File: src/logic/tmsc_pkg.sv
package tmsc_pkg;
  localparam int KEYS = 24;
  localparam int KW = 5;
  localparam int AW = 8;
  localparam int CLK_HZ = 25_000_000;
  localparam int TICK_MS = 1;
  localparam int TICK_CYCLES = CLK_HZ / 1000 * TICK_MS;
  localparam int MS_W = 15;
  localparam int SYNC_WAIT_MS = 100;
  localparam int UNIT_MS = 100;
  localparam logic [7:0] SHIFT_AWAKE_SET = 8'h19;
  localparam int MAX_PULSES = 64;
  localparam int PULSE_STEP = 16;
  localparam int PH_W = 7;
  localparam int SLEEP_MS [8] = '{16, 32, 64, 125, 250, 500, 1000, 2000};

  localparam logic [AW-1:0] A_CTRL = 8'h00;
  localparam logic [AW-1:0] A_AWAKE = 8'h04;
  localparam logic [AW-1:0] A_DRIFT = 8'h08;
  localparam logic [AW-1:0] A_STATUS = 8'h0c;
  localparam logic [AW-1:0] A_KEYS = 8'h10;
  localparam logic [AW-1:0] A_CFG = 8'h40;

  localparam int C_RUN = 0;
  localparam int C_LOWPWR = 1;
  localparam int C_LOCK = 2;
  localparam int C_SHIFT = 3;
  localparam int C_SLEEP_LO = 4;
  localparam logic [6:0] CTRL_RST = 7'h31;

  localparam int F_WAKE = 3;
  localparam int F_BL_LO = 4;
  localparam int F_AKS = 6;
  localparam int F_PROBE = 7;
  localparam logic [7:0] CFG_RST = 8'h28;
  localparam logic [7:0] AWAKE_RST = 8'h19;
  localparam logic [7:0] DHT_RST = 8'h0a;

  localparam int S_CHANGE = 0;
  localparam int S_FAST = 1;
  localparam int S_HOLD = 2;
  localparam int S_SLEEP = 3;
  localparam int S_SYNC = 4;

  localparam logic [1:0] RESP_OK = 2'h0;
  localparam logic [1:0] RESP_ERR = 2'h2;

  typedef enum logic [1:0] {ST_IDLE, ST_SLEEP, ST_SYNC, ST_BURST} tmsc_state_t;

  typedef struct packed {
    logic [KW-1:0] key;
    logic [15:0] dev;
    logic detect;
  } tmsc_meas_t;

  typedef struct packed {
    logic drive_pulse;
    logic recv_en;
    logic [KW-1:0] key;
    logic probe_trigger;
    logic burst_done;
  } tmsc_burst_t;
endpackage : tmsc_pkg

File: src/logic/tmsc_scan_ctrl.sv
`timescale 1ns/1ps
module tmsc_scan_ctrl #(
  parameter int TICK_CYCLES = tmsc_pkg::TICK_CYCLES
) (
  input wire logic aclk,
  input wire logic aresetn,
  input wire logic [tmsc_pkg::AW-1:0] s_axi_awaddr,
  input wire logic s_axi_awvalid,
  output logic s_axi_awready,
  input wire logic [31:0] s_axi_wdata,
  input wire logic [3:0] s_axi_wstrb,
  input wire logic s_axi_wvalid,
  output logic s_axi_wready,
  output logic [1:0] s_axi_bresp,
  output logic s_axi_bvalid,
  input wire logic s_axi_bready,
  input wire logic [tmsc_pkg::AW-1:0] s_axi_araddr,
  input wire logic s_axi_arvalid,
  output logic s_axi_arready,
  output logic [31:0] s_axi_rdata,
  output logic [1:0] s_axi_rresp,
  output logic s_axi_rvalid,
  input wire logic s_axi_rready,
  input wire tmsc_pkg::tmsc_meas_t meas,
  input wire logic meas_valid,
  input wire logic line_sync_in,
  output tmsc_pkg::tmsc_burst_t burst,
  output logic [tmsc_pkg::KEYS-1:0] key_state,
  output logic change_out,
  output logic fast_mode,
  output logic drift_hold,
  output logic sleeping
);
  localparam logic [tmsc_pkg::MS_W-1:0] TICK_LAST = tmsc_pkg::MS_W'(TICK_CYCLES - 1);
  localparam logic [tmsc_pkg::MS_W-1:0] UNIT = tmsc_pkg::MS_W'(tmsc_pkg::UNIT_MS);

  typedef struct packed {
    tmsc_pkg::tmsc_state_t state;
    logic [tmsc_pkg::MS_W-1:0] tick_cnt;
    logic [tmsc_pkg::MS_W-1:0] wait_ms;
    logic [tmsc_pkg::MS_W-1:0] awake_ms;
    logic [tmsc_pkg::MS_W-1:0] hold_ms;
    logic [tmsc_pkg::PH_W-1:0] phase;
    logic sync1;
    logic sync2;
    logic sync3;
    logic fast;
    logic change_flag;
    logic [6:0] ctrl;
    logic [7:0] awake_set;
    logic [7:0] dht_set;
    logic [tmsc_pkg::KEYS-1:0][7:0] cfg;
    logic [tmsc_pkg::KEYS-1:0][15:0] dev;
    logic [tmsc_pkg::KEYS-1:0] keys;
    logic aw_got;
    logic w_got;
    logic [tmsc_pkg::AW-1:0] awaddr;
    logic [7:0] wbyte;
    logic wlane0;
    logic bvalid;
    logic [1:0] bresp;
    logic rvalid;
    logic [1:0] rresp;
    logic [31:0] rdata;
    tmsc_pkg::tmsc_burst_t burst;
  } tmsc_regs_t;

  tmsc_regs_t st_r;
  tmsc_regs_t st_nxt;
  logic [tmsc_pkg::KEYS-1:0] beats;

  // Suppression compares raw stored deviations of the other keys that have F_AKS set
  genvar gj;
  generate
    for (gj = 0; gj < tmsc_pkg::KEYS; gj++) begin : g_cmp
      assign beats[gj] = st_r.cfg[gj][tmsc_pkg::F_AKS] &&
                         (tmsc_pkg::KW'(gj) != meas.key) &&
                         ($signed(st_r.dev[gj]) < $signed(meas.dev));
    end
  endgenerate

  function automatic logic [tmsc_pkg::PH_W-1:0] last_phase(input logic [1:0] code);
    logic [tmsc_pkg::PH_W-1:0] pulses;
    // Two clocks per transfer cycle: drive high, then drive low
    pulses = tmsc_pkg::PH_W'((int'(code) + 1) * tmsc_pkg::PULSE_STEP);
    return tmsc_pkg::PH_W'({pulses, 1'b0} - 8'h01);
  endfunction : last_phase

  function automatic logic [tmsc_pkg::MS_W-1:0] sleep_ms(input logic [2:0] idx);
    return tmsc_pkg::MS_W'(tmsc_pkg::SLEEP_MS[idx]);
  endfunction : sleep_ms

  function automatic logic map_ok(input logic [tmsc_pkg::AW-1:0] a);
    return (a == tmsc_pkg::A_CTRL) || (a == tmsc_pkg::A_AWAKE) ||
           (a == tmsc_pkg::A_DRIFT) || (a == tmsc_pkg::A_STATUS) ||
           (a == tmsc_pkg::A_KEYS) ||
           ((a >= tmsc_pkg::A_CFG) && (a[1:0] == 2'h0) &&
            (a < tmsc_pkg::AW'(int'(tmsc_pkg::A_CFG) + 4 * tmsc_pkg::KEYS)));
  endfunction : map_ok

  always_comb begin
    logic tick;
    logic fall;
    logic [tmsc_pkg::AW-1:0] rel;
    logic [tmsc_pkg::KW-1:0] idx;
    logic newst;
    logic changed;
    logic waker;
    logic [7:0] aw_eff;
    logic start_scan;
    st_nxt = st_r;
    tick = (st_r.tick_cnt == TICK_LAST);
    fall = st_r.sync3 && !st_r.sync2;
    rel = '0;
    idx = '0;
    newst = 1'b0;
    changed = 1'b0;
    waker = 1'b0;
    start_scan = 1'b0;
    aw_eff = st_r.ctrl[tmsc_pkg::C_SHIFT] ? tmsc_pkg::SHIFT_AWAKE_SET : st_r.awake_set;
    st_nxt.burst.burst_done = 1'b0;
    st_nxt.tick_cnt = tick ? '0 : tmsc_pkg::MS_W'(st_r.tick_cnt + 1'b1);
    // Two flops against metastability; the third only keeps the edge history
    st_nxt.sync1 = line_sync_in;
    st_nxt.sync2 = st_r.sync1;
    st_nxt.sync3 = st_r.sync2;

    // Register bus: write address and data may arrive in either order
    if (s_axi_awvalid && !st_r.aw_got && !st_r.bvalid) begin
      st_nxt.aw_got = 1'b1;
      st_nxt.awaddr = s_axi_awaddr;
    end
    if (s_axi_wvalid && !st_r.w_got && !st_r.bvalid) begin
      st_nxt.w_got = 1'b1;
      st_nxt.wbyte = s_axi_wdata[7:0];
      st_nxt.wlane0 = s_axi_wstrb[0];
    end
    // Both halves held: commit now and answer next cycle, one write in flight
    if (st_r.aw_got && st_r.w_got) begin
      st_nxt.aw_got = 1'b0;
      st_nxt.w_got = 1'b0;
      st_nxt.bvalid = 1'b1;
      st_nxt.bresp = map_ok(st_r.awaddr) ? tmsc_pkg::RESP_OK : tmsc_pkg::RESP_ERR;
      if (st_r.wlane0) begin
        rel = tmsc_pkg::AW'(st_r.awaddr - tmsc_pkg::A_CFG);
        if (st_r.awaddr == tmsc_pkg::A_CTRL) begin
          st_nxt.ctrl = st_r.wbyte[6:0];
        end else if (st_r.awaddr == tmsc_pkg::A_AWAKE) begin
          // Zero is not legal for the host; here it would end fast mode a cycle later
          st_nxt.awake_set = st_r.wbyte;
        end else if (st_r.awaddr == tmsc_pkg::A_DRIFT) begin
          st_nxt.dht_set = st_r.wbyte;
        end else if (st_r.awaddr == tmsc_pkg::A_STATUS) begin
          if (st_r.wbyte[tmsc_pkg::S_CHANGE]) begin
            st_nxt.change_flag = 1'b0;
          end
        end else if (map_ok(st_r.awaddr) && st_r.awaddr >= tmsc_pkg::A_CFG) begin
          st_nxt.cfg[rel[tmsc_pkg::KW+1:2]] = st_r.wbyte;
        end
      end
    end
    if (st_r.bvalid && s_axi_bready) begin
      st_nxt.bvalid = 1'b0;
    end
    if (st_r.rvalid && s_axi_rready) begin
      st_nxt.rvalid = 1'b0;
    end
    if (s_axi_arvalid && !st_r.rvalid) begin
      st_nxt.rvalid = 1'b1;
      st_nxt.rresp = map_ok(s_axi_araddr) ? tmsc_pkg::RESP_OK : tmsc_pkg::RESP_ERR;
      st_nxt.rdata = '0;
      rel = tmsc_pkg::AW'(s_axi_araddr - tmsc_pkg::A_CFG);
      case (s_axi_araddr)
        tmsc_pkg::A_CTRL: st_nxt.rdata = {25'h0, st_r.ctrl};
        tmsc_pkg::A_AWAKE: st_nxt.rdata = {24'h0, st_r.awake_set};
        tmsc_pkg::A_DRIFT: st_nxt.rdata = {24'h0, st_r.dht_set};
        tmsc_pkg::A_STATUS: begin
          st_nxt.rdata[tmsc_pkg::S_CHANGE] = st_r.change_flag;
          st_nxt.rdata[tmsc_pkg::S_FAST] = st_r.fast;
          st_nxt.rdata[tmsc_pkg::S_HOLD] = (st_r.hold_ms != '0);
          st_nxt.rdata[tmsc_pkg::S_SLEEP] = (st_r.state == tmsc_pkg::ST_SLEEP);
          st_nxt.rdata[tmsc_pkg::S_SYNC] = (st_r.state == tmsc_pkg::ST_SYNC);
        end
        tmsc_pkg::A_KEYS: st_nxt.rdata = 32'(st_r.keys);
        default: begin
          if (map_ok(s_axi_araddr)) begin
            st_nxt.rdata = {24'h0, st_r.cfg[rel[tmsc_pkg::KW+1:2]]};
          end
        end
      endcase
    end

    // Timers count whole milliseconds off the shared tick
    if (tick && st_r.wait_ms != '0) begin
      st_nxt.wait_ms = st_r.wait_ms - 1'b1;
    end
    if (tick && st_r.hold_ms != '0) begin
      st_nxt.hold_ms = st_r.hold_ms - 1'b1;
    end
    if (tick && st_r.awake_ms != '0) begin
      st_nxt.awake_ms = st_r.awake_ms - 1'b1;
    end
    if (st_r.fast && st_r.awake_ms == '0) begin
      st_nxt.fast = 1'b0;
    end

    // Measurement from the front end, one per burst
    // Comes after the bus write so an event in the clearing cycle still sets the flag
    if (meas_valid && int'(meas.key) < tmsc_pkg::KEYS) begin
      idx = meas.key;
      // Other keys are judged on their latest stored deviation, at most one scan old
      newst = meas.detect && !(st_r.cfg[idx][tmsc_pkg::F_AKS] && (|beats));
      changed = (newst != st_r.keys[idx]);
      waker = st_r.cfg[idx][tmsc_pkg::F_WAKE] || st_r.ctrl[tmsc_pkg::C_SHIFT];
      st_nxt.dev[idx] = meas.dev;
      st_nxt.keys[idx] = newst;
      if (newst && !st_r.keys[idx]) begin
        st_nxt.hold_ms = tmsc_pkg::MS_W'(st_r.dht_set) * UNIT;
      end
      if (changed && (waker || st_r.fast)) begin
        st_nxt.fast = 1'b1;
        st_nxt.awake_ms = tmsc_pkg::MS_W'(aw_eff) * UNIT;
      end
      if (changed && waker && !st_r.ctrl[tmsc_pkg::C_SHIFT]) begin
        st_nxt.change_flag = 1'b1;
      end
    end

    case (st_r.state)
      tmsc_pkg::ST_IDLE: begin
        start_scan = st_r.ctrl[tmsc_pkg::C_RUN];
      end
      tmsc_pkg::ST_SLEEP: begin
        // A wake change during sleep cuts the sleep short
        if (st_r.wait_ms == '0 || st_nxt.fast) begin
          start_scan = 1'b1;
        end
      end
      tmsc_pkg::ST_SYNC: begin
        if (fall || st_r.wait_ms == '0) begin
          st_nxt.state = tmsc_pkg::ST_BURST;
          st_nxt.burst.key = '0;
          st_nxt.phase = '0;
        end
      end
      tmsc_pkg::ST_BURST: begin
        st_nxt.phase = tmsc_pkg::PH_W'(st_r.phase + 1'b1);
        // Phase counts clocks, two per transfer cycle
        if (st_r.phase == last_phase(st_r.cfg[st_r.burst.key][tmsc_pkg::F_BL_LO +: 2])) begin
          st_nxt.burst.burst_done = 1'b1;
          st_nxt.phase = '0;
          if (int'(st_r.burst.key) == tmsc_pkg::KEYS - 1) begin
            if (st_r.ctrl[tmsc_pkg::C_LOWPWR] && !st_nxt.fast) begin
              st_nxt.state = tmsc_pkg::ST_SLEEP;
              st_nxt.wait_ms = sleep_ms(st_r.ctrl[tmsc_pkg::C_SLEEP_LO +: 3]);
            end else begin
              start_scan = 1'b1;
            end
          end else begin
            st_nxt.burst.key = tmsc_pkg::KW'(st_r.burst.key + 1'b1);
          end
        end
      end
      default: st_nxt.state = tmsc_pkg::ST_IDLE;
    endcase

    // Lock wait only ahead of key 0, so at most once per full scan
    if (start_scan) begin
      st_nxt.phase = '0;
      st_nxt.burst.key = '0;
      if (st_r.ctrl[tmsc_pkg::C_LOCK]) begin
        st_nxt.state = tmsc_pkg::ST_SYNC;
        st_nxt.wait_ms = tmsc_pkg::MS_W'(tmsc_pkg::SYNC_WAIT_MS);
      end else begin
        st_nxt.state = tmsc_pkg::ST_BURST;
      end
    end
    // Clearing run stops at once, so a burst in progress may be cut short
    if (!st_r.ctrl[tmsc_pkg::C_RUN]) begin
      st_nxt.state = tmsc_pkg::ST_IDLE;
    end

    st_nxt.burst.recv_en = (st_nxt.state == tmsc_pkg::ST_BURST);
    st_nxt.burst.drive_pulse = st_nxt.burst.recv_en && !st_nxt.phase[0];
    st_nxt.burst.probe_trigger = st_nxt.burst.recv_en &&
                                 st_r.cfg[st_nxt.burst.key][tmsc_pkg::F_PROBE];
  end

  // Synchronous reset loads constants only
  always_ff @(posedge aclk) begin
    if (!aresetn) begin
      st_r <= '0;
      st_r.state <= tmsc_pkg::ST_IDLE;
      st_r.ctrl <= tmsc_pkg::CTRL_RST;
      st_r.awake_set <= tmsc_pkg::AWAKE_RST;
      st_r.dht_set <= tmsc_pkg::DHT_RST;
      st_r.cfg <= {tmsc_pkg::KEYS{tmsc_pkg::CFG_RST}};
    end else begin
      st_r <= st_nxt;
    end
  end

  // Readies decode registered state, so no bus input reaches an output directly
  assign s_axi_awready = !st_r.aw_got && !st_r.bvalid;
  assign s_axi_wready = !st_r.w_got && !st_r.bvalid;
  assign s_axi_bvalid = st_r.bvalid;
  assign s_axi_bresp = st_r.bresp;
  assign s_axi_arready = !st_r.rvalid;
  assign s_axi_rvalid = st_r.rvalid;
  assign s_axi_rresp = st_r.rresp;
  assign s_axi_rdata = st_r.rdata;
  assign burst = st_r.burst;
  assign key_state = st_r.keys;
  assign change_out = st_r.change_flag;
  assign fast_mode = st_r.fast;
  // Status levels decode counters and state rather than keeping extra flops
  assign drift_hold = (st_r.hold_ms != '0);
  assign sleeping = (st_r.state == tmsc_pkg::ST_SLEEP);
endmodule : tmsc_scan_ctrl

File: config.mk
export PLATFORM = sky130hd
export DESIGN_NAME = tmsc_scan_ctrl
export DESIGN_NICKNAME = d
export VERILOG_FILES = /design/src/logic/tmsc_pkg.sv /design/src/logic/tmsc_scan_ctrl.sv
export SDC_FILE = /design/constraint.sdc
export NUM_CORES = 2
export LEC_CHECK = 0
export BUFFER_PORTS_ARGS = -buffer_cell sky130_fd_sc_hd__buf_2
export CAP_MARGIN = 0
export CORE_MARGIN = 3
export CORE_UTILIZATION = 40
export CTS_CLUSTER_SIZE = 16
export DETAILED_ROUTE_END_ITERATION = 8
export GPL_ROUTABILITY_DRIVEN = 0
export GPL_TIMING_DRIVEN = 0
export PLACE_DENSITY = 0.63
export SLEW_MARGIN = 20
export SYNTH_ARGS = -nofsm -noshare
export SYNTH_HDL_FRONTEND = slang
export SYNTH_SLANG_ARGS = --single-unit
File: constraint.sdc
create_clock -name aclk -period 11.5 [get_ports aclk]
set_clock_uncertainty 0.05 [all_clocks]
set_input_delay 1.15 -clock aclk [delete_from_list [all_inputs] [get_ports aclk]]
set_output_delay 1.15 -clock aclk [all_outputs]
set_load 0.03 [all_outputs]
# After elaboration in Yosys (flattened, before gate mapping)
# Memories as Yosys holds them, arrays and structs flattened.
# Cells that the tools add are included.
# word_totals
wordCells	386
ff_bits	763
in_bits	83
out_inout_bits	78
mem_count	1
mem_bits_ro	256
# memory_table
name	depth	width	read_ports	rd_ports_with_merged_regs	wr	line_no	rtl
(name not given)	8	32	1	0	0	tmsc_scan_ctrl.sv:90	return tmsc_pkg::MS_W'(tmsc_pkg::SLEEP_MS[idx]);
# op_classes
bitwise_logic	6
muxes	83
n_eq_ne	40
multipliers	2
addsub	10
magnitude_cmp	37
reduce_logical	128
# op_table
operator	count
two-way mux 192 bit	3
two-way mux 216 bit	2
bitwise mux 384 bit	1
< comparator 16 bit	24
two-way mux 208 bit	1
two-way mux 200 bit	1
two-way mux 15 bit	13
bitwise mux 192 bit	1
binary-select mux 8 bit (select 5 bit)	4
case mux 27 bit (5 select lines)	1
demux 16 bit (select 5 bit)	1
logical AND 1 bit	80
two-way mux 8 bit	7
nonzero test 15 bit	3
subtractor 15 x 1 -> 15 bit (second input constant)	3
demux 8 bit (select 5 bit)	1
inequality test 4 x 5 -> 1 bit (first input constant)	8
inequality test 5 bit (first input constant)	8
two-way mux 35 bit	1
== test 8 x 4 -> 1 bit (second input constant)	4
logical NOT 15 bit	2
< comparator 5 x 6 -> 1 bit (second input constant)	5
two-way mux 30 bit	1
two-way mux 7 bit	4
other kinds (52)	127

# Depth between registers and ports, before layout
# logic_depth
depth_word	26
ltp_mapped	28

# Least setup slack after synthesis
# Ideal clock, no wire load.
# synth_timing
path_type	input to register
from	input port meas[2] (netlist name)
to	register st_r, in the netlist burst[1]
n_path_buf	3
slack_ns	4.605
t_arrival_ns	6.712
stages	27
required_time_ns	11.317
setup_ns	0.133
cell_sequence	clkbuf_1 -> clkbuf_1 -> inv_1 -> ha_1 -> a21o_1 -> a21o_1 -> a21o_1 -> a21o_1 -> a21o_1 -> a2111oi_0 -> o311ai_0 -> a21oi_1 -> nor4_1 -> a31oi_1 -> clkbuf_1 -> inv_1 -> ha_1 -> nor2_1 -> a21o_1 -> and2_1 -> o31a_1 -> a21o_1 -> or3_1 -> a211oi_1 -> a211oi_1 -> a21oi_1 -> a221oi_2
# synth_via
elab_chain_cells	20
# synth_lines
element	line_no	rtl
start, declared	tmsc_scan_ctrl.sv:24	input wire tmsc_pkg::tmsc_meas_t meas,
< comparator 16 bit	tmsc_scan_ctrl.sv:78	($signed(st_r.dev[gj]) < $signed(meas.dev));
logical AND 1 bit	tmsc_scan_ctrl.sv:77	(tmsc_pkg::KW'(gj) != meas.key) &&
OR reduction 24 bit *	tmsc_scan_ctrl.sv:212	newst = meas.detect && !(st_r.cfg[idx][tmsc_pkg::F_AKS] && (|beats));
logical AND 1 bit *	tmsc_scan_ctrl.sv:212	
logical NOT 1 bit *	tmsc_scan_ctrl.sv:212	
logical AND 1 bit *	tmsc_scan_ctrl.sv:212	
inequality test 1 bit *	tmsc_scan_ctrl.sv:213	changed = (newst != st_r.keys[idx]);
logical AND 1 bit *	tmsc_scan_ctrl.sv:220	if (changed && (waker || st_r.fast)) begin
[... 4 more ...]	n/a	
two-way mux 1 bit or two-way mux 2 bit (tied branches)	tmsc_scan_ctrl.sv:253	if (st_r.ctrl[tmsc_pkg::C_LOWPWR] && !st_nxt.fast) begin
two-way mux 1 bit or two-way mux 2 bit (tied branches)	tmsc_scan_ctrl.sv:252	if (int'(st_r.burst.key) == tmsc_pkg::KEYS - 1) begin
two-way mux 1 bit or two-way mux 2 bit (tied branches)	tmsc_scan_ctrl.sv:249	if (st_r.phase == last_phase(st_r.cfg[st_r.burst.key][tmsc_pkg::F_BL_LO +: 2])) begin
case mux 1 bit (3 select lines) or case mux 2 bit (2 select lines) (tied branches)	tmsc_scan_ctrl.sv:229	case (st_r.state)
two-way mux 5 bit or two-way mux 2 bit (tied branches)	tmsc_scan_ctrl.sv:268	if (start_scan) begin
binary-select mux 8 bit (select 5 bit) or two-way mux 2 bit (tied branches)	tmsc_scan_ctrl.sv:286, tmsc_scan_ctrl.sv:279	
two-way mux 8 bit (not written as such) or == test 2 bit (tied branches)	tmsc_scan_ctrl.sv:286, tmsc_scan_ctrl.sv:283	
logical AND 1 bit *	tmsc_scan_ctrl.sv:285	st_nxt.burst.probe_trigger = st_nxt.burst.recv_en &&
end signal, assigned	tmsc_scan_ctrl.sv:299	st_r <= st_nxt;
end, declared	tmsc_scan_ctrl.sv:68	tmsc_regs_t st_r;
# Mark *: on every way between the ends. The rest lies on a longest branch, timed or not. The select of a mux whose other input is x is not followed.
# A chain may end at the register's enable or synchronous reset.

# Worst setup path after layout
# layout_timing
from	input port meas[10] (netlist name)
to	register st_r, in the netlist burst[1]
# Same word-level chain as after synthesis.

==> report_table.html <==
<table>
<tr><th>Metric</th><th>Value</th></tr>
<tr><th colspan="2">Synthesis</th></tr>
<tr><td>Number of flip-flops and latches in the synthesized netlist</td><td>753</td></tr>
<tr><td>Async set-or-reset flop fraction in the synthesized netlist</td><td>0</td></tr>
<tr><td>Main flop type after synthesis</td><td>dfxtp_1</td></tr>
<tr><td>Number of warning messages in the yosys log</td><td>0</td></tr>
<tr><td>Post-synthesis area per instance</td><td>8.88 sq um</td></tr>
<tr><td>Number of flops mapped to enable cells by yosys</td><td>0</td></tr>
<tr><td>Cell area after synthesis</td><td>42200 sq um</td></tr>
<tr><td>Cells after synthesis</td><td>4749</td></tr>
<tr><td>Seq/Total Area, Yosys</td><td>0.358</td></tr>
<tr><td>Number of unique standard cell types used by synthesis</td><td>74</td></tr>
<tr><th colspan="2">Routing</th></tr>
<tr><td>Via/cell ratio</td><td>5.59</td></tr>
<tr><td>First-pass DRT Iterations</td><td>7</td></tr>
<tr><td>Final wirelength</td><td>144 mm</td></tr>
<tr><td>Total number of vias</td><td>35866</td></tr>
<tr><td>WL/cell</td><td>22.4 microns</td></tr>
<tr><td>Number of DRC violations after detailed routing</td><td>0</td></tr>
<tr><td>Count of nets left with antenna violations after detail routing</td><td>0</td></tr>
<tr><td>First DRT Iteration DRCs</td><td>3524</td></tr>
<tr><th colspan="2">Die</th></tr>
<tr><td>Placeable Area</td><td>104000 sq um</td></tr>
<tr><td>Horizontal die dimension</td><td>331 microns</td></tr>
<tr><td># rows</td><td>118</td></tr>
<tr><td>Die area</td><td>109000 sq um</td></tr>
<tr><td>Die Span Y</td><td>331 microns</td></tr>
<tr><td>Initial standard-cell utilization of the core</td><td>0.405</td></tr>
<tr><td>Count of boundary I/O pins</td><td>161</td></tr>
<tr><th colspan="2">Global route</th></tr>
<tr><td>Number of antenna violations at the first check in global routing</td><td>10</td></tr>
<tr><td>Global routing usage summed across all routing layers</td><td>0.260</td></tr>
<tr><td>Overflow left after global routing</td><td>0</td></tr>
<tr><td>Global-route wire length before repair</td><td>215 mm</td></tr>
<tr><td>Number of global-route vias before repair</td><td>34092</td></tr>
<tr><td>Pin count of the biggest net entering global routing</td><td>20</td></tr>
<tr><th colspan="2">STA</th></tr>
<tr><td>Final hold vios</td><td>0</td></tr>
<tr><td>TNS Setup</td><td>0 ns</td></tr>
<tr><td>Max-Slew Margin vs Limit</td><td>0.109</td></tr>
<tr><td>Worst-margin pin slew</td><td>1.32 ns</td></tr>
<tr><td>Post-layout minimum cycle time</td><td>8.98 ns</td></tr>
<tr><td>RSZ-0062 raised after global routing</td><td>false</td></tr>
<tr><td>Setup violation total in the final timing report</td><td>0</td></tr>
<tr><td>Post-route worst hold slack</td><td>0.388 ns</td></tr>
<tr><td>Maximum clock frequency</td><td>111 MHz</td></tr>
<tr><td>Final Cycle Share</td><td>0.781</td></tr>
<tr><td>Number of max-slew violations in the final report</td><td>0</td></tr>
<tr><th colspan="2">Clocking</th></tr>
<tr><td>Clock latency reported for the late side of the worst-skew pair</td><td>0.67 ns</td></tr>
<tr><td>Clock root buffer</td><td>clkbuf_16</td></tr>
<tr><td>Setup fix buffers added after clock tree synthesis</td><td>0</td></tr>
<tr><td>Number of buffers created by CTS</td><td>84</td></tr>
<tr><td>Clk pin slew, worst setup/hold paths</td><td>0.06 ns</td></tr>
<tr><td>TritonCTS clock tree</td><td>built</td></tr>
<tr><td>Clock buffer depth</td><td>3</td></tr>
<tr><td>Cts repair resizes</td><td>0</td></tr>
<tr><td>Total number of clock tree sinks</td><td>753</td></tr>
<tr><td>Total number of H-tree levels</td><td>3</td></tr>
<tr><td># hold bufs at CTS</td><td>0</td></tr>
<tr><th colspan="2">Outcome</th></tr>
<tr><td>Status</td><td>finished, final reports clean</td></tr>
<tr><th colspan="2">Cells and area</th></tr>
<tr><td>Synth-to-Final Area Change</td><td>13.4%</td></tr>
<tr><td>Most used cells in the layout excluding fill and tap cells</td><td>1014 x nand2_1, 753 x dfxtp_1, 430 x ha_1, 426 x a21boi_0, 278 x clkbuf_1</td></tr>
<tr><td>Area occupied by registers</td><td>15100 sq um</td></tr>
<tr><td>Most common cell after layout, fill and taps aside</td><td>nand2_1</td></tr>
<tr><td>Net count of the finished layout</td><td>5480</td></tr>
<tr><td>Fraction of final layout cells with drive strength greater than 1</td><td>0.0980</td></tr>
<tr><td>Filler Cell Count</td><td>10062</td></tr>
<tr><td>Area taken by multi-input logic gates</td><td>25300 sq um</td></tr>
<tr><td>Non-Filler Cell Area, Final</td><td>47800 sq um</td></tr>
<tr><th colspan="2">Worst setup path</th></tr>
<tr><td>Worst path buffer plus inverter count</td><td>6</td></tr>
<tr><td>Slowest Stage Delay on Critical Path</td><td>0.91 ns</td></tr>
<tr><td>Slowest library cell on the worst path</td><td>clkbuf_1</td></tr>
<tr><td>Cell type group with the largest total delay on the critical path</td><td>compound AO/OA/AOI/OAI gates</td></tr>
<tr><td>Kind of capture point of the worst setup path</td><td>flop</td></tr>
<tr><td>Arrival time reported for the critical path endpoint</td><td>9.48 ns</td></tr>
<tr><td>WS Path Type</td><td>input pin to flop</td></tr>
<tr><td>Highest net fanout along the worst path</td><td>13</td></tr>
<tr><td>Top cell by count, worst path</td><td>a21o_1</td></tr>
<tr><td>Kind of start point of the critical path</td><td>input pin</td></tr>
<tr><td>Worst endpoint required time</td><td>12.00 ns</td></tr>
<tr><th colspan="2">Place</th></tr>
<tr><td>HPWL after DPL</td><td>101 mm</td></tr>
<tr><td>Area after DPL</td><td>44800 sq um</td></tr>
<tr><td>Buffers on Ports</td><td>101</td></tr>
<tr><th colspan="2">Power</th></tr>
<tr><td>Peak supply drop</td><td>159 uV</td></tr>
<tr><td>Power per cell area</td><td>128 nW/um^2</td></tr>
<tr><td>P_leak</td><td>19.3 nW</td></tr>
<tr><th colspan="2">Run</th></tr>
<tr><td>Number of max-capacitance violations reported</td><td>0</td></tr>
<tr><th colspan="2">Hold path</th></tr>
<tr><td>Hold Path Class</td><td>flop to flop</td></tr>
</table>
==> flip-flops by register name (all words and copies together) (netlist names) <==
register,count
st_r,688
key_state,24
s_axi_rdata,24
burst,9
st_nxt,2
change_out,1
fast_mode,1
s_axi_bresp,1
s_axi_bvalid,1
s_axi_rresp,1
s_axi_rvalid,1
==> report_power, final <==
part / switching (mW) / internal (mW)
clock: 1.17 / 1.74
combinational: 0.368 / 0.165
sequential: 0.0244 / 2.63
total: 1.57 / 4.54
==> routing by layer <==
layer,track usage,share of wire,vias to the layer above
li1,-,-,16951
met4,0.0902,0.038,8
met3,0.0624,0.096,303
met1,0.349,0.43,17146
met5,0,0.00040,-
met2,0.407,0.44,1458
==> cells by family (layout without fill, tap and decap cells) <==
kind of cell	Yosys count	after routing	share of synthesized area
AO/OA/AOI/OAI	1018	1018	0.166
XOR/XNOR	64	64	0.0133
adder cells (fa/ha/maj)	436	436	0.130
buffers and inverters	414	687	0.0436
flip-flops	753	753	0.358
multiplexers	332	332	0.103
other	1	15	0.0000889
AND/OR/NAND/NOR	1731	1731	0.186
==> Yosys cell counts, types with 7 or more instances <==
| master | count | area share |
|---|---|---|
| nor2b_1 | 193 | 0.029 |
| ha_1 | 430 | 0.13 |
| nor3_1 | 32 | 0.0038 |
| or4_1 | 10 | 0.0018 |
| inv_1 | 68 | 0.0061 |
| nor3b_1 | 11 | 0.0020 |
| clkbuf_1 | 263 | 0.023 |
| and2_1 | 13 | 0.0019 |
| nand2b_1 | 56 | 0.0083 |
| a221oi_1 | 7 | 0.0015 |
| nand3_1 | 71 | 0.0084 |
| dfxtp_1 | 753 | 0.36 |
| o31ai_1 | 8 | 0.0014 |
| o211ai_1 | 8 | 0.0014 |
| o211a_1 | 12 | 0.0028 |
| nand2_1 | 1014 | 0.090 |
| o21ai_0 | 143 | 0.017 |
| a211oi_1 | 40 | 0.0071 |
| nor2_1 | 171 | 0.015 |
| a21oi_1 | 152 | 0.018 |
| or3_1 | 23 | 0.0034 |
| nand4_1 | 53 | 0.0079 |
| a21boi_0 | 426 | 0.076 |
| buf_1 | 9 | 0.00080 |
| nand3b_1 | 10 | 0.0018 |
| xnor2_1 | 36 | 0.0075 |
| a31oi_1 | 7 | 0.0010 |
| buf_4 | 69 | 0.012 |
| or2_2 | 7 | 0.0010 |
| mux2i_1 | 235 | 0.056 |
| mux2_2 | 16 | 0.0043 |
| a2111oi_0 | 10 | 0.0021 |
| a21o_1 | 155 | 0.028 |
| xor2_1 | 28 | 0.0058 |
| and3_1 | 19 | 0.0028 |
| mux4_2 | 79 | 0.042 |
| nor4_1 | 26 | 0.0039 |
==> metrics by stage <==
stage	total power, mW	instances	util	setup WS, ns
floorplan	3.01	4758	-	4.60
finish	6.11	6416	0.459	2.52
detailed placement	3.24	6255	0.430	2.04
global placement	3.22	6239	0.427	1.29
global route	6.28	6411	0.459	2.25
CTS	6.12	6411	0.459	2.67
==> cell type report <==
type                       instances  share of cell area
multi-input combinational       3591               0.530
sequential                       753               0.315
clock buffer                     131              0.0546
tap                             1380              0.0361
buffer                           346              0.0332
timing repair buffer             117              0.0173
clock inverter                    25             0.00764
inverter                          68             0.00534
antenna                            5            0.000262
==> worst reg2reg max path, cell delays in order (launching register included) <==
cell and delay, ns:
dfxtp_1 0.31, ha_1 0.27, a21o_1 0.16, a21o_1 0.18, a21o_1 0.17, a21o_1 0.17, a21o_1 0.18, a2111oi_0 0.59
or3_1 0.21, a21oi_1 0.09, nor4_1 0.99, a31oi_1 0.55, clkbuf_1 0.35, inv_1 0.12, ha_1 0.27, nor2_1 0.14
a21o_1 0.21, and2_1 0.19, o31a_1 0.28, a21oi_1 0.79, nor2_1 0.08, a211oi_1 0.26, a21oi_1 0.11, a221oi_2 0.31
==> worst paths after layout <==
check                          from                      to  slack (ns)  cells past startpoint
max                        meas[10]     burst[1]$_SDFF_PN0_        2.52                     28
min          st_nxt[692]$_SDFF_PN0_  st_nxt[691]$_SDFF_PN0_        0.39                      1
min reg2reg  st_nxt[692]$_SDFF_PN0_  st_nxt[691]$_SDFF_PN0_        0.39                      1
max reg2reg  st_r[267]$_SDFFE_PN0P_     burst[1]$_SDFF_PN0_        4.37                     23
(Power assumes the default switching activity.)
